<file path="config.mk">
export PLATFORM = sky130hd
export DESIGN_NAME = dcr_top
export DESIGN_NICKNAME = d
export VERILOG_FILES = /design/src/design/dcr_pkg.sv /design/src/design/dcr_dec_if.sv /design/src/design/dcr_decade.sv /design/src/design/dcr_top.sv
export SDC_FILE = /design/constraint.sdc
export NUM_CORES = 1
export LEC_CHECK = 0
export BUFFER_PORTS_ARGS = -buffer_cell sky130_fd_sc_hd__clkbuf_2
export CELL_PAD_IN_SITES_DETAIL_PLACEMENT = 0
export CELL_PAD_IN_SITES_GLOBAL_PLACEMENT = 1
export CORE_MARGIN = 3
export CORE_UTILIZATION = 28
export DETAILED_ROUTE_END_ITERATION = 12
export HOLD_SLACK_MARGIN = 0.08
export PLACE_DENSITY = 0.66
export REMOVE_ABC_BUFFERS = 1
export SYNTH_ARGS = -nofsm -noshare
export SYNTH_HDL_FRONTEND = slang
export SYNTH_HIERARCHICAL = 1
export SYNTH_SLANG_ARGS = --single-unit
</file>
<file path="constraint.sdc">
create_clock -name i_clock -period 6.5 [get_ports i_clock]
set_input_delay 0.975 -clock i_clock [delete_from_list [all_inputs] [get_ports i_clock]]
set_output_delay 0.975 -clock i_clock [all_outputs]
set_load 0.05 [all_outputs]
</file>
<file path="src/design/dcr_pkg.sv">
// Shared constants for the decade counter readout control block
package dcr_pkg;

	// ==========================================================
	// Clock and scan timing
	localparam int CLK_PERIOD_PS = 5000;
	localparam int SCAN_PERIOD_US = 1000;
	localparam int SCAN_DIV_CYCLES = (SCAN_PERIOD_US * 1000000) / CLK_PERIOD_PS;

	// ==========================================================
	// Counter geometry
	localparam int DECADES = 6;
	localparam int DIGIT_W = 4;
	localparam logic [3:0] DIGIT_MAX = 4'h9;
	localparam logic [3:0] BLANK_CODE = 4'hF;

	// ==========================================================
	// Segment patterns, bit 0 = a ... bit 6 = g
	localparam logic [6:0] SEG_ALL = 7'h7F;
	localparam logic [6:0] SEG_OFF = 7'h00;

	// ==========================================================
	// Register map (byte addresses)
	localparam logic [7:0] OFS_CTRL = 8'h00;
	localparam logic [7:0] OFS_STATUS = 8'h04;
	localparam logic [7:0] OFS_COUNT = 8'h08;

	// CTRL fields
	localparam int CTRL_ROLE_LSB = 0;
	localparam int CTRL_LAMP_BIT = 2;
	localparam int CTRL_RUN_BIT = 3;
	localparam int CTRL_FRST_BIT = 4;
	localparam logic [3:0] CTRL_RESET = 4'h0;

	// Role encodings
	localparam logic [1:0] ROLE_NORMAL = 2'h0;
	localparam logic [1:0] ROLE_MASTER = 2'h1;
	localparam logic [1:0] ROLE_SLAVE = 2'h2;

	// ==========================================================
	// Print sequence states
	typedef enum logic [3:0] {
		ST_SCAN = 4'h1,
		ST_WAIT = 4'h2,
		ST_SEND = 4'h4,
		ST_DONE = 4'h8
	} dcr_state_t;

endpackage : dcr_pkg

</file>
<file path="src/design/dcr_dec_if.sv">
// Link between the controller and one BCD decade
`timescale 1ns/1ps
interface dcr_dec_if;
	logic inc;
	logic clr;
	logic carry;
	logic [3:0] q;
	modport dec (input inc, input clr, output carry, output q);
	modport ctl (output inc, output clr, input carry, input q);
endinterface : dcr_dec_if

</file>
<file path="src/design/dcr_decade.sv">
// One 1-2-4-8 BCD decade of the counting register
`timescale 1ns/1ps
module dcr_decade
	import dcr_pkg::*;
(
	// Clock and reset
	input wire logic i_clock,
	input wire logic i_reset,
	// Decade link
	dcr_dec_if.dec dec
);

	// ==========================================================
	// Counting
	logic [3:0] q_ff;
	wire at_max = (q_ff == DIGIT_MAX);
	wire [3:0] nxt_q = at_max ? 4'h0 : 4'(q_ff + 4'h1);

	always_ff @(posedge i_clock)
	begin
		if (i_reset || dec.clr)
			q_ff <= 4'h0;
		else if (dec.inc)
			q_ff <= nxt_q; // RULE25
	end

	// Carry only from a real count, never from a clear
	assign dec.carry = dec.inc && at_max && !dec.clr; // RULE25
	assign dec.q = q_ff;

	AST_DEC_WRAP: assert property (@(posedge i_clock) disable iff (i_reset) // RULE25
		dec.inc && !dec.clr && at_max |=> q_ff == 4'h0)
		else $error("decade did not wrap from nine to zero");

endmodule : dcr_decade

</file>
<file path="src/design/dcr_top.sv">
// Six-decade counter with display scan, print readout and role routing
//
// Behaviour
// RULE1: decode common code, select digit position
// RULE2: segments a..g in standard layout
// RULE3: lamp test lights every segment
// RULE4: arm zero blanking at most-significant digit
// RULE5: nonzero code or lamp test clears blanking
// RULE6: least-significant digit always displayed; code blanks it in ST_DONE
// RULE7: preset closes the count gate
// RULE8: print stops scan, holds first digit, blanks
// RULE9: wait for previous module done input
// RULE10: on previous done, drive data lines
// RULE11: most-significant digit is sent first
// RULE12: each print advance steps to next digit
// RULE13: after last digit, done isolates and blanks
// RULE14: control module picks next program step
// RULE15: master drives gate and reset out
// RULE16: slave accepts system gate and reset
// RULE17: normal ignores and drives no system lines
// RULE18: any low reset source gives local reset
// RULE19: local reset clears all six decades
// RULE20: reset-caused carry gives no overflow pulse
// RULE21: local reset clears overflow indicator
// RULE22: local reset closes gate, indicator off
// RULE23: six selects in turn, then wrap
// RULE24: scan driven by about 1 kHz tick
// RULE25: BCD decades chained by carry
// RULE26: first overflow sets sticky indicator
// RULE27: data drivers off unless this module sends
`timescale 1ns/1ps
module dcr_top
	import dcr_pkg::*;
#(
	parameter int SCAN_DIV = SCAN_DIV_CYCLES
)
(
	// Clock and reset
	input wire logic i_clock,
	input wire logic i_reset,
	// APB slave
	input wire logic i_psel,
	input wire logic i_penable,
	input wire logic i_pwrite,
	input wire logic [7:0] i_paddr,
	input wire logic [31:0] i_pwdata,
	output logic [31:0] o_prdata,
	output logic o_pready,
	output logic o_pslverr,
	// Front and rear pins
	input wire logic i_count_pulse,
	input wire logic i_gate_input,
	input wire logic i_rear_reset_n,
	input wire logic i_powerup_reset_n,
	// Printer loop
	input wire logic i_preset,
	input wire logic i_print,
	input wire logic i_prev_module_done,
	input wire logic i_print_advance,
	output logic [3:0] o_sys_data,
	output logic o_sys_data_oe,
	output logic o_this_module_done,
	// System gate and reset lines, open drain; gate high when open, reset active low
	input wire logic i_sys_gate,
	input wire logic i_sys_reset_n,
	output logic o_sys_gate_out,
	output logic o_sys_gate_oe,
	output logic o_sys_reset_out,
	output logic o_sys_reset_oe,
	// Six-digit display and indicators
	output logic [6:0] o_seg,
	output logic [5:0] o_digit_sel,
	output logic o_overflow_pulse,
	output logic o_overflow_indicator,
	output logic o_gate_indicator
);

	// ==========================================================
	// Elaboration check
	if (SCAN_DIV < 2) begin : g_bad_div
		$error("SCAN_DIV must be at least 2");
	end

	// ==========================================================
	// Input synchronisers, first stage read only by the second
	localparam int NSYNC = 10;
	logic [NSYNC-1:0] meta_ff;
	logic [NSYNC-1:0] sync_ff;
	wire [NSYNC-1:0] raw_in = {i_count_pulse, i_gate_input, i_rear_reset_n,
		i_powerup_reset_n, i_preset, i_print, i_prev_module_done, i_print_advance,
		i_sys_gate, i_sys_reset_n};

	always_ff @(posedge i_clock)
	begin
		meta_ff <= raw_in;
		sync_ff <= meta_ff;
	end

	wire cnt_s = sync_ff[9];
	wire gate_in_s = sync_ff[8];
	wire rear_n_s = sync_ff[7];
	wire pwr_n_s = sync_ff[6];
	wire preset_s = sync_ff[5];
	wire print_s = sync_ff[4];
	wire prev_done_s = sync_ff[3];
	wire adv_s = sync_ff[2];
	wire sys_gate_s = sync_ff[1];
	wire sys_rst_n_s = sync_ff[0];

	logic cnt_d_ff;
	logic adv_d_ff;
	always_ff @(posedge i_clock)
	begin
		cnt_d_ff <= cnt_s;
		adv_d_ff <= adv_s;
	end
	wire cnt_edge = cnt_s && !cnt_d_ff;
	wire adv_edge = adv_s && !adv_d_ff;

	// ==========================================================
	// APB registers, one wait state per access
	logic [1:0] role_ff;
	logic lamp_ff;
	logic run_ff;
	logic frst_ff;
	logic pready_ff;
	logic pslverr_ff;
	logic [31:0] prdata_ff;
	logic [31:0] rd_mux;

	wire acc = i_psel && i_penable;
	wire done_acc = acc && pready_ff;
	wire hit_ctrl = (i_paddr == OFS_CTRL);
	wire hit_stat = (i_paddr == OFS_STATUS);
	wire hit_cnt = (i_paddr == OFS_COUNT);
	wire mapped = hit_ctrl || hit_stat || hit_cnt;
	wire wr_ctrl = done_acc && i_pwrite && hit_ctrl;

	always_ff @(posedge i_clock)
	begin
		if (i_reset)
		begin
			{frst_ff, run_ff, lamp_ff, role_ff} <= {1'b0, CTRL_RESET};
			pready_ff <= 1'b0;
			pslverr_ff <= 1'b0;
			prdata_ff <= 32'h0;
		end
		else
		begin
			pready_ff <= acc && !pready_ff;
			pslverr_ff <= acc && !pready_ff && !mapped;
			prdata_ff <= (acc && !pready_ff && !i_pwrite) ? rd_mux : 32'h0;
			// Front reset bit is a one-cycle press, it never sticks
			frst_ff <= wr_ctrl && i_pwdata[CTRL_FRST_BIT];
			if (wr_ctrl)
			begin
				role_ff <= i_pwdata[CTRL_ROLE_LSB +: 2];
				lamp_ff <= i_pwdata[CTRL_LAMP_BIT];
				run_ff <= i_pwdata[CTRL_RUN_BIT];
			end
		end
	end

	// ==========================================================
	// Role routing
	wire is_master = (role_ff == ROLE_MASTER);
	wire is_slave = (role_ff == ROLE_SLAVE);
	wire sys_rst_take = is_slave && !sys_rst_n_s; // RULE16 RULE17

	// ==========================================================
	// Local reset
	logic lrst_ff;
	wire nxt_lrst = !pwr_n_s || !rear_n_s || frst_ff || sys_rst_take; // RULE18

	// ==========================================================
	// Gate
	wire own_gate = run_ff && gate_in_s;
	wire gate_src = is_slave ? sys_gate_s : own_gate; // RULE15 RULE16 RULE17
	wire gate_open = gate_src && !preset_s && !lrst_ff; // RULE7 RULE22
	wire cnt_en = cnt_edge && gate_open;

	// ==========================================================
	// Counting register
	dcr_dec_if dlink [DECADES] ();
	logic [4*DECADES-1:0] cnt_bus;

	for (genvar k = 0; k < DECADES; k++) begin : g_dec
		assign dlink[k].clr = lrst_ff; // RULE19
		if (k == 0) begin : g_lsd
			assign dlink[k].inc = cnt_en && !lrst_ff;
		end
		else begin : g_up
			assign dlink[k].inc = dlink[k-1].carry; // RULE25
		end
		assign cnt_bus[4*k +: 4] = dlink[k].q;
		dcr_decade u_dec (
			.i_clock(i_clock),
			.i_reset(i_reset),
			.dec(dlink[k])
		);
	end

	wire top_carry = dlink[DECADES-1].carry;

	// ==========================================================
	// Scan tick divider
	localparam int DIV_W = $clog2(SCAN_DIV);
	logic [DIV_W-1:0] div_ff;
	wire div_wrap = (div_ff == DIV_W'(SCAN_DIV - 1));
	logic tick_ff;

	// ==========================================================
	// Scanner and print sequence
	dcr_state_t state_ff;
	dcr_state_t nxt_state;
	logic [5:0] sel_ff;
	logic [5:0] nxt_sel;
	logic lzb_ff;

	wire sel_msd = sel_ff[0];
	wire sel_lsd = sel_ff[5];

	always_comb
	begin
		nxt_state = state_ff;
		nxt_sel = sel_ff;
		unique case (state_ff)
			ST_SCAN:
			begin
				if (print_s)
				begin
					nxt_state = ST_WAIT;
					nxt_sel = 6'h01; // RULE8
				end
				else if (tick_ff)
					nxt_sel = {sel_ff[4:0], sel_ff[5]}; // RULE23 RULE24
			end
			ST_WAIT:
			begin
				nxt_sel = 6'h01; // RULE8 RULE11
				if (!print_s)
					nxt_state = ST_SCAN;
				else if (prev_done_s)
					nxt_state = ST_SEND; // RULE9 RULE10
			end
			ST_SEND:
			begin
				if (!print_s)
					nxt_state = ST_SCAN;
				else if (adv_edge)
				begin
					if (sel_lsd)
						nxt_state = ST_DONE; // RULE13
					else
						nxt_sel = {sel_ff[4:0], 1'b0}; // RULE12
				end
			end
			ST_DONE:
			begin
				if (!print_s)
				begin
					nxt_state = ST_SCAN;
					nxt_sel = 6'h01;
				end
			end
		endcase
	end

	// ==========================================================
	// Digit mux and display decode
	logic [3:0] digit;
	always_comb
	begin
		digit = 4'h0;
		for (int k = 0; k < DECADES; k++)
			if (sel_ff[k])
				digit = cnt_bus[4*(DECADES-1-k) +: 4]; // RULE1
	end

	wire clamp = (state_ff == ST_WAIT) || (state_ff == ST_DONE);
	wire [3:0] code = clamp ? BLANK_CODE : digit; // RULE8 RULE13
	wire lz_hit = (sel_msd || lzb_ff) && !sel_lsd; // RULE4 RULE6
	wire lz_blank = lz_hit && (code == 4'h0) && !lamp_ff; // RULE5

	function automatic logic [6:0] seg_of(input logic [3:0] c);
		unique case (c)
			4'h0: seg_of = 7'h3F;
			4'h1: seg_of = 7'h06;
			4'h2: seg_of = 7'h5B;
			4'h3: seg_of = 7'h4F;
			4'h4: seg_of = 7'h66;
			4'h5: seg_of = 7'h6D;
			4'h6: seg_of = 7'h7D;
			4'h7: seg_of = 7'h07;
			4'h8: seg_of = 7'h7F;
			4'h9: seg_of = 7'h6F;
			default: seg_of = SEG_OFF;
		endcase
	endfunction : seg_of

	wire [6:0] nxt_seg = lamp_ff ? SEG_ALL : (lz_blank ? SEG_OFF : seg_of(code)); // RULE2 RULE3
	wire step = (nxt_sel != sel_ff);

	// ==========================================================
	// Sequential state
	always_ff @(posedge i_clock)
	begin
		if (i_reset)
		begin
			div_ff <= '0;
			tick_ff <= 1'b0;
			state_ff <= ST_SCAN;
			sel_ff <= 6'h01;
			lzb_ff <= 1'b1;
			lrst_ff <= 1'b0;
		end
		else
		begin
			// Oscillator is held while printing so the scan stays put
			div_ff <= (div_wrap || print_s) ? '0 : DIV_W'(div_ff + 1'b1);
			tick_ff <= div_wrap && !print_s; // RULE8 RULE24
			state_ff <= nxt_state;
			sel_ff <= nxt_sel;
			if (step)
				lzb_ff <= lz_blank || nxt_sel[0]; // RULE4 RULE5
			lrst_ff <= nxt_lrst;
		end
	end

	// ==========================================================
	// Registered outputs
	always_ff @(posedge i_clock)
	begin
		if (i_reset)
		begin
			o_seg <= SEG_OFF;
			o_digit_sel <= 6'h00;
			o_sys_data <= 4'h0;
			o_sys_data_oe <= 1'b0;
			o_this_module_done <= 1'b0;
			o_sys_gate_oe <= 1'b0;
			o_sys_reset_oe <= 1'b0;
			o_overflow_pulse <= 1'b0;
			o_overflow_indicator <= 1'b0;
			o_gate_indicator <= 1'b0;
		end
		else
		begin
			o_seg <= nxt_seg;
			o_digit_sel <= sel_ff; // RULE1
			o_sys_data <= (nxt_state == ST_SEND) ? digit : 4'h0;
			o_sys_data_oe <= (nxt_state == ST_SEND); // RULE10 RULE27
			o_this_module_done <= (nxt_state == ST_DONE); // RULE13
			o_sys_gate_oe <= is_master && !(own_gate && !lrst_ff); // RULE15
			o_sys_reset_oe <= is_master && lrst_ff; // RULE15
			o_overflow_pulse <= top_carry; // RULE20
			if (lrst_ff)
				o_overflow_indicator <= 1'b0; // RULE21
			else if (top_carry)
				o_overflow_indicator <= 1'b1; // RULE26
			o_gate_indicator <= gate_open; // RULE22
		end
	end

	// Open-drain lines only ever pull low
	assign o_sys_gate_out = 1'b0;
	assign o_sys_reset_out = 1'b0;
	assign o_prdata = prdata_ff;
	assign o_pready = pready_ff;
	assign o_pslverr = pslverr_ff;

	always_comb
	begin
		rd_mux = 32'h0;
		if (hit_ctrl)
			rd_mux[4:0] = {1'b0, run_ff, lamp_ff, role_ff};
		else if (hit_stat)
			rd_mux[9:0] = {sel_ff, (state_ff != ST_SCAN), o_this_module_done,
				o_gate_indicator, o_overflow_indicator};
		else if (hit_cnt)
			rd_mux[23:0] = cnt_bus;
	end

	// ==========================================================
	// Checks
	AST_LAMP: assert property (@(posedge i_clock) disable iff (i_reset) // RULE3
		lamp_ff && $stable(lamp_ff) |=> o_seg == SEG_ALL)
		else $error("lamp test did not light all segments");

	AST_PRINT_BLANK: assert property (@(posedge i_clock) disable iff (i_reset) // RULE8
		state_ff == ST_WAIT && !lamp_ff |-> sel_msd ##1 o_seg == SEG_OFF)
		else $error("waiting module not held at first digit and blank");

	AST_PRESET_HOLD: assert property (@(posedge i_clock) disable iff (i_reset) // RULE7
		preset_s && !lrst_ff |=> $stable(cnt_bus))
		else $error("count changed during preset");

	AST_DONE_SET: assert property (@(posedge i_clock) disable iff (i_reset) // RULE13
		state_ff == ST_SEND && print_s && adv_edge && sel_lsd
		|=> o_this_module_done && !o_sys_data_oe)
		else $error("done not set after last digit");

	AST_OE_OWN: assert property (@(posedge i_clock) disable iff (i_reset) // RULE27
		o_sys_data_oe |-> state_ff == ST_SEND)
		else $error("data lines driven while not sending");

	AST_NO_DRIVE: assert property (@(posedge i_clock) disable iff (i_reset) // RULE16
		!is_master ##1 !is_master |-> !o_sys_gate_oe && !o_sys_reset_oe)
		else $error("system line driven outside master role");

	AST_RST_CLEAR: assert property (@(posedge i_clock) disable iff (i_reset) // RULE19
		lrst_ff |=> cnt_bus == '0 && !o_overflow_indicator)
		else $error("local reset did not clear count and overflow");

	AST_SCAN_WRAP: assert property (@(posedge i_clock) disable iff (i_reset) // RULE23
		state_ff == ST_SCAN && !print_s && tick_ff && sel_lsd |=> sel_msd)
		else $error("scan did not wrap to first digit");

	AST_OVF_CAUSE: assert property (@(posedge i_clock) disable iff (i_reset) // RULE20
		o_overflow_pulse |-> $past(cnt_en) && !$past(lrst_ff))
		else $error("overflow pulse without a count");

	AST_LSD_SHOWN: assert property (@(posedge i_clock) disable iff (i_reset) // RULE6
		state_ff == ST_SCAN && sel_lsd |=> o_seg != SEG_OFF)
		else $error("least significant digit blanked");

endmodule : dcr_top

</file>
==> After elaboration in Yosys (flattened, before gate mapping) <==
Memory sizes are Yosys's and may differ from the RTL's.
Cells that the tools add are included.
W data, S select, Z words.
{ "totals": {"regBits": 140, "mem_bits_ro": 112, "inputBits": 55, "mem_count": 1} }
{ "op_classes": {"add_sub_neg": 7, "n_eq_ne": 19, "muxes": 34, "n_bitwise": 3, "n_reduce_logical": 67} }
{ "memory_table": {"columns": ["name", "words", "word_bits", "read_ports", "rd_clocked_by_memory_dff", "wr", "line", "text"], "rows": [
  ["(no name shown)", 16, 7, 1, 0, 0, "dcr_top.sv:286", "unique case (c)"]
]} }
{ "op_table": {"columns": ["cell", "count"], "rows": [
  ["$mux W4", 21],
  ["$mux W6", 6],
  ["$logic_and A1 B1 Y1", 35],
  ["$eq A4 B4 Y1 const B", 8],
  ["$add A4 B1 Y4 const B", 6],
  ["$mux W24", 1],
  ["$pmux W6 S4", 1],
  ["$add A18 B1 Y18 const B", 1],
  ["$eq A18 B18 Y1 const B", 1],
  ["$pmux W4 S4", 1],
  ["$logic_not A1 Y1", 14],
  ["$mux W7", 2],
  ["$logic_or A1 B1 Y1", 10],
  ["$mux W10", 1],
  ["$eq A4 B3 Y1 const B", 2],
  ["$eq A8 B3 Y1 const B", 1],
  ["$eq A8 B4 Y1 const B", 1],
  ["$logic_not A8 Y1", 1],
  ["$reduce_or A2 Y1", 4],
  ["$ne A6 B6 Y1", 1],
  ["$reduce_or A5 Y1", 1],
  ["$eq A4 B1 Y1 const B", 1],
  ["$eq A4 B2 Y1 const B", 1],
  ["$logic_not A4 Y1", 1],
  ["6 further kinds", 8]
]} }

==> Longest topological paths before layout <==
{ "depth": {"word_depth": 18, "ltp_mapped": 19} }

==> Hierarchy <==
The synthesis kept the hierarchy.
{ "by_module_without_submodules": {"columns": ["mod", "n_inst", "cells_each", "area_each_um2", "seq_area_each_um2"], "rows": [
  ["dcr_top", 1, 507, 4563.1, 2162.1],
  ["dcr_decade", 6, 22, 188.9, 80.1]
]} }

==> Least setup slack after synthesis <==
No wires, ideal clock.
{ "synth_path": {"kind": "reg-to-reg", "startpoint": "register lrst_ff, in the netlist dlink[0].clr", "endpoint": "register o_overflow_indicator", "setup_time_ns": 0.082, "arrival_ns": 4.658, "required_time_ns": 6.418, "setup_slack_ns": 1.760, "stages_incl_launch_ff": 18, "n_path_buf": 0, "path_cell_list": "dfxtp_1 nor2_1 nand2_1 nor3b_1 nand2_2 nor4_1 nand2_2 nor4_1 nand2_2 nor4_1 nand2_2 nor4_1 nand2_2 nor4_1 nand2_2 nor4_1 nor2_1 nor3_1"} }
{ "synth_between": {"elab_chain_cells": 16, "word_cells_on_any_way": 17, "classes_between": "reduce/logical (17)"} }
{ "synth_rtl": {"columns": ["element", "line", "text"], "rows": [
  ["start, declared", "dcr_top.sv:172", "logic lrst_ff;"],
  ["start signal, assigned", "dcr_top.sv:326", "lrst_ff <= nxt_lrst;"],
  ["$logic_not A1 Y1 *", "dcr_top.sv:179, dcr_top.sv:190", null],
  ["$logic_and A1 B1 Y1", "dcr_top.sv:179", "wire gate_open = gate_src && !preset_s && !lrst_ff;"],
  ["$logic_and A1 B1 Y1", "dcr_top.sv:180", "wire cnt_en = cnt_edge && gate_open;"],
  ["$logic_and A1 B1 Y1 *", "dcr_top.sv:190", "assign dlink[k].inc = cnt_en && !lrst_ff;"],
  ["named net dlink[0].inc", "dcr_dec_if.sv:4", "logic inc;"],
  ["$logic_and A1 B1 Y1 * (2 in series)", "dcr_decade.sv:28", "assign dec.carry = dec.inc && at_max && !dec.clr;"],
  ["named net dlink[0].carry", "dcr_dec_if.sv:6", "logic carry;"],
  ["$logic_and A1 B1 Y1 * (2 in series)", "dcr_decade.sv:28", null],
  ["named net dlink[1].carry", "dcr_dec_if.sv:6", null],
  ["$logic_and A1 B1 Y1 * (2 in series)", "dcr_decade.sv:28", null],
  ["named net dlink[2].carry", "dcr_dec_if.sv:6", null],
  ["$logic_and A1 B1 Y1 * (2 in series)", "dcr_decade.sv:28", null],
  ["named net dlink[3].carry", "dcr_dec_if.sv:6", null],
  ["$logic_and A1 B1 Y1 * (2 in series)", "dcr_decade.sv:28", null],
  ["named net dlink[4].carry", "dcr_dec_if.sv:6", null],
  ["$logic_and A1 B1 Y1 * (2 in series)", "dcr_decade.sv:28", null],
  ["named net dlink[5].carry", "dcr_dec_if.sv:6", null],
  ["end signal, assigned", "dcr_top.sv:344", "o_overflow_indicator <= 1'b0;"],
  ["end signal, assigned", "dcr_top.sv:358", "o_overflow_indicator <= 1'b0;"],
  ["end signal, assigned", "dcr_top.sv:360", "o_overflow_indicator <= 1'b1;"],
  ["end, declared", "dcr_top.sv:74", "output logic o_overflow_indicator,"]
]} }
The timed path passes the listed nets; every way through them passes the cells marked *.
A chain may end at the register's enable or synchronous reset.

==> Final worst setup path <==
{ "layout_path": {"startpoint": "register role_ff[0]", "endpoint": "register o_overflow_indicator"} }
{ "layout_between": {"elab_chain_cells": 18} }
{ "layout_rtl": {"columns": ["element", "line", "text"], "rows": [
  ["start, declared", "dcr_top.sv:122", "logic [1:0] role_ff;"],
  ["start signal, assigned", "dcr_top.sv:143", "{frst_ff, run_ff, lamp_ff, role_ff} <= {1'b0, CTRL_RESET};"],
  ["start signal, assigned", "dcr_top.sv:157", "role_ff <= i_pwdata[CTRL_ROLE_LSB +: 2];"],
  ["$eq A2 B2 Y1", "dcr_top.sv:167", "wire is_slave = (role_ff == ROLE_SLAVE);"],
  ["$mux W1", "dcr_top.sv:178", "wire gate_src = is_slave ? sys_gate_s : own_gate;"],
  ["$logic_and A1 B1 Y1 (2 in series)", "dcr_top.sv:179", null],
  ["$logic_and A1 B1 Y1", "dcr_top.sv:180", null],
  ["$logic_and A1 B1 Y1", "dcr_top.sv:190", null],
  ["named net dlink[0].inc", "dcr_dec_if.sv:4", null],
  ["$logic_and A1 B1 Y1 (2 in series)", "dcr_decade.sv:28", null],
  ["named net dlink[0].carry", "dcr_dec_if.sv:6", null],
  ["[2 not listed]", null, null],
  ["named net dlink[1].carry", "dcr_dec_if.sv:6", null],
  ["$logic_and A1 B1 Y1 (2 in series)", "dcr_decade.sv:28", null],
  ["named net dlink[2].carry", "dcr_dec_if.sv:6", null],
  ["$logic_and A1 B1 Y1 (2 in series)", "dcr_decade.sv:28", null],
  ["named net dlink[3].carry", "dcr_dec_if.sv:6", null],
  ["$logic_and A1 B1 Y1 (2 in series)", "dcr_decade.sv:28", null],
  ["named net dlink[4].carry", "dcr_dec_if.sv:6", null],
  ["$logic_and A1 B1 Y1 (2 in series)", "dcr_decade.sv:28", null],
  ["named net dlink[5].carry", "dcr_dec_if.sv:6", null]
]} }
The timed path passes the listed nets, and every way through them passes these cells.

==> flow_metrics.py <==
metrics = {
    "global_route": {
        "grt_pass1_wl_um": 22900,
        "grt_pass1_vias": 4283,
        "grt_max_degree": 39,
        "grt_use_total": 0.129,
        "antenna_found_initial": 0,
        "grt_overflow": 0,
    },
    "clock_tree": {
        "clk_transition_reported_paths_ns": 0.06,
        "clock_sinks": 132,
        "cts-root-buf": "clkbuf_16",
        "postCtsHoldBufs": 0,
        "htreeDepth": 4,
        "cts_buffer_depth": 2,
        "clock_latency_ns": 0.42,
        "cts_tree": "built",
        "cts_resized": 0,
        "postCtsSetupBuffers": 0,
        "cts_buffers": 17,
    },
    "route": {
        "vias": 4605,
        "first_pass_iters": 5,
        "wl_um": 13900,
        "drc": 0,
        "ant_nets": 0,
        "vias_per_cell": 4.67,
        "drt_iter0_drc": 270,
        "wl_per_cell_um": 14.1,
    },
    "setup_path": {
        "r2r_slack_ns": 0.91,
        "start_kind": "flip-flop",
        "cp.required_ns": 6.84,
        "startpoint": "role_ff[0]$_SDFFE_PP0P_",
        "rr_startpoint": "role_ff[0]$_SDFFE_PP0P_",
        "cp_data_arrival_time_ns": 5.93,
        "rr_endpoint": "o_overflow_indicator$_SDFFE_PP0P_",
        "crit_path_end": "o_overflow_indicator$_SDFFE_PP0P_",
        "critPathKind": "flip-flop to flip-flop",
        "cp_max_fo": 5,
        "reg2reg_depth": 19,
        "crit_path_end_kind": "flip-flop",
    },
    "finish": {
        "fillers": 2043,
        "final_common_cell": "dfxtp_1",
        "multiInputGateArea_sq_um": 2830,
        "area_delta_synth_final_pct": 21.3,
        "n_antenna_cell": 0,
        "drive_gt1_frac": 0.187,
        "layout_common_cells": "dfxtp_1 (132), nor2_1 (81), clkbuf_2 (77), nand2_1 (43), a21oi_1 (27)",
        "final_nets": 771,
        "seq_area_sq_um": 2640,
    },
    "logic_synthesis": {
        "yosys.area_share.simple": 0.261,
        "synth-xor-area-share": 0.0461,
        "synth_edf_count": 0,
        "synth_compound_area_frac": 0.139,
        "syn_inst": 639,
        "syn-cell-area_sq_um": 5700,
        "synthMuxAreaShare": 0.0299,
        "yosys-top-cells-area": "dfxtp_1 (46%), nor2_1 (5.3%), xnor2_1 (3.1%), nand2_1 (2.8%), a21oi_1 (2.4%)",
        "synthAdderAreaFrac": 0.0132,
        "synth_top_family_by_area": "simple AND/OR/NAND/NOR gates",
        "synth.top_cell.area_share": 0.464,
        "yosys_warnings": 6,
        "async_flop_share": 0,
        "yosys_register_bits": 132,
        "synth_flop_cell": "dfxtp_1",
        "synth_area_per_cell_sq_um": 8.92,
        "ys_types": 64,
        "synth_top_area_cell": "dfxtp_1",
        "yosysSeqAreaShare": 0.464,
    },
    "timing": {
        "worst_slew_pin_slew_ns": 1.08,
        "period_needed_ns": 5.59,
        "skew_ns": 0.00936,
        "hold_viol": 0,
        "setup_viol": 0,
        "tns_ns": 0,
        "rsz0062_at_grt": "false",
        "maxSlewViolCount": 0,
        "fin_ws_ns": 0.912,
        "fmax_ghz": 0.179,
        "slew_headroom": 0.277,
        "min_period_over_period": 0.860,
    },
    "power_and_ir_drop": {
        "p_per_area_nw_per_um2": 278,
        "max-vdd-ir-drop_mv": 0.206,
        "finalPower_mw": 1.92,
        "leakage_nw": 2.62,
    },
    "place": {
        "port_buffers": 77,
        "gp_congestion": 0.814,
        "place_ws_ns": 0.942,
        "dpl.hpwl_um": 9530,
    },
    "floorplanning": {
        "initial_core_util": 0.289,
        "core.rowCount": 51,
        "die_h_um": 149,
        "io_pins": 115,
        "core_area_sq_um": 19700,
        "die_w_um": 149,
        "die_area_sq_um": 22100,
    },
    "run_status": {
        "status": "finished clean",
    },
    "min_path": {
        "hp-class": "flip-flop to flip-flop",
    },
    "flow_run": {
        "drv_cap": 0,
    },
}
[layout make-up]
| cell class | instances | area share |
|---|---|---|
| well taps | 265 | 0.0480 |
| multi-input cells | 457 | 0.409 |
| repair buffers | 82 | 0.0612 |
| flip-flops and latches | 132 | 0.382 |
| clock buffers | 23 | 0.0706 |
| clock inverters | 8 | 0.0179 |
| inverters | 20 | 0.0109 |
[routing by layer]
metal / global-route usage / vias up / part of all wire
met5: 0 / - / 0
met3: 0.0411 / 7 / 0.048
met1: 0.188 / 2112 / 0.51
met4: 0.0337 / 0 / 0.0080
met2: 0.185 / 112 / 0.43
li1: - / 2374 / -
[synth_stat cells (4+ instances only)]
master / n
buf_2: 4
o21ai_0: 20
a211oi_1: 6
and3_1: 4
or3b_1: 6
o22ai_1: 7
nor2_1: 81
a31oi_1: 6
a21oi_1: 27
buf_4: 10
a2111oi_0: 4
nor2b_1: 18
a211o_1: 4
nand3_1: 18
nor4b_1: 4
a21boi_1: 6
nand2_1: 43
nand2_2: 6
nand3b_1: 4
xor2_1: 10
ha_1: 6
mux2i_1: 8
clkbuf_1: 23
dfxtp_1: 132
or3_1: 5
inv_1: 20
and2_1: 16
nor3_1: 24
nand2b_1: 16
nor4_1: 10
a22o_1: 7
xnor2_1: 20
mux2_2: 8
[cell families (layout without fill, tap and decap cells)]
kind of cell / Yosys count / in the layout
multiplexers: 16 / 16
AO/OA/AOI/OAI: 116 / 116
AND/OR/NAND/NOR: 279 / 279
adder cells (fa/ha/maj): 6 / 6
flip-flops: 132 / 132
buffers and inverters: 59 / 133
other: 1 / 10
XOR/XNOR: 30 / 30
[per-stage QoR]
step,instance area (sq um),utilization,hold slack [ns],cells
after floorplan,5540,-,0.310,609
after global placement,6300,0.320,0.313,956
after detailed placement,6300,0.320,0.312,956
after CTS,6910,0.351,0.325,987
after global routing,6910,0.351,0.329,987
final,6910,0.351,0.324,987
[registers in the layout, indices dropped and copies added (netlist names), 2 cells and up]
signal             cells
o_sys_data             4
o_prdata              24
sel_ff                 6
o_digit_sel            6
g_dec.u_dec/dec.q     24
sync_ff               10
div_ff                18
o_seg                  7
state_ff               4
role_ff                2
meta_ff               10
[worst max-delay path, cell delays in order (launching register included)]
cell and delay [ns]:
dfxtp_1 0.37, nand2b_1 0.16, nand3_1 0.08, o21ai_0 0.07, nand2_1 0.09, nor3b_1 0.47, nand2_2 0.13, nor4_1 0.59
nand2_2 0.15, nor4_1 0.59, nand2_2 0.15, nor4_1 0.57, nand2_2 0.15, nor4_1 0.57, nand2_2 0.15, nor4_1 0.53
nand2_2 0.15, nor4_1 0.33, nor2_1 0.07, nor3_1 0.11
[power by group]
group          internal (mW)  switching (mW)
sequential             0.824          0.0133
combinational         0.0300          0.0706
clock                  0.641           0.342
[worst min path at each step]
stage | from | to | slack [ns] | depth (start not counted)
floorplan | meta_ff[0]$_DFF_P_ | sync_ff[0]$_DFF_P_ | 0.31 | 0
global placement | meta_ff[0]$_DFF_P_ | sync_ff[0]$_DFF_P_ | 0.31 | 0
detailed placement | meta_ff[0]$_DFF_P_ | sync_ff[0]$_DFF_P_ | 0.31 | 0
CTS | meta_ff[5]$_DFF_P_ | sync_ff[5]$_DFF_P_ | 0.32 | 0
global route | meta_ff[3]$_DFF_P_ | sync_ff[3]$_DFF_P_ | 0.33 | 0
finish | meta_ff[0]$_DFF_P_ | sync_ff[0]$_DFF_P_ | 0.32 | 0
No activity file was read; power rests on OpenSTA's default activity.
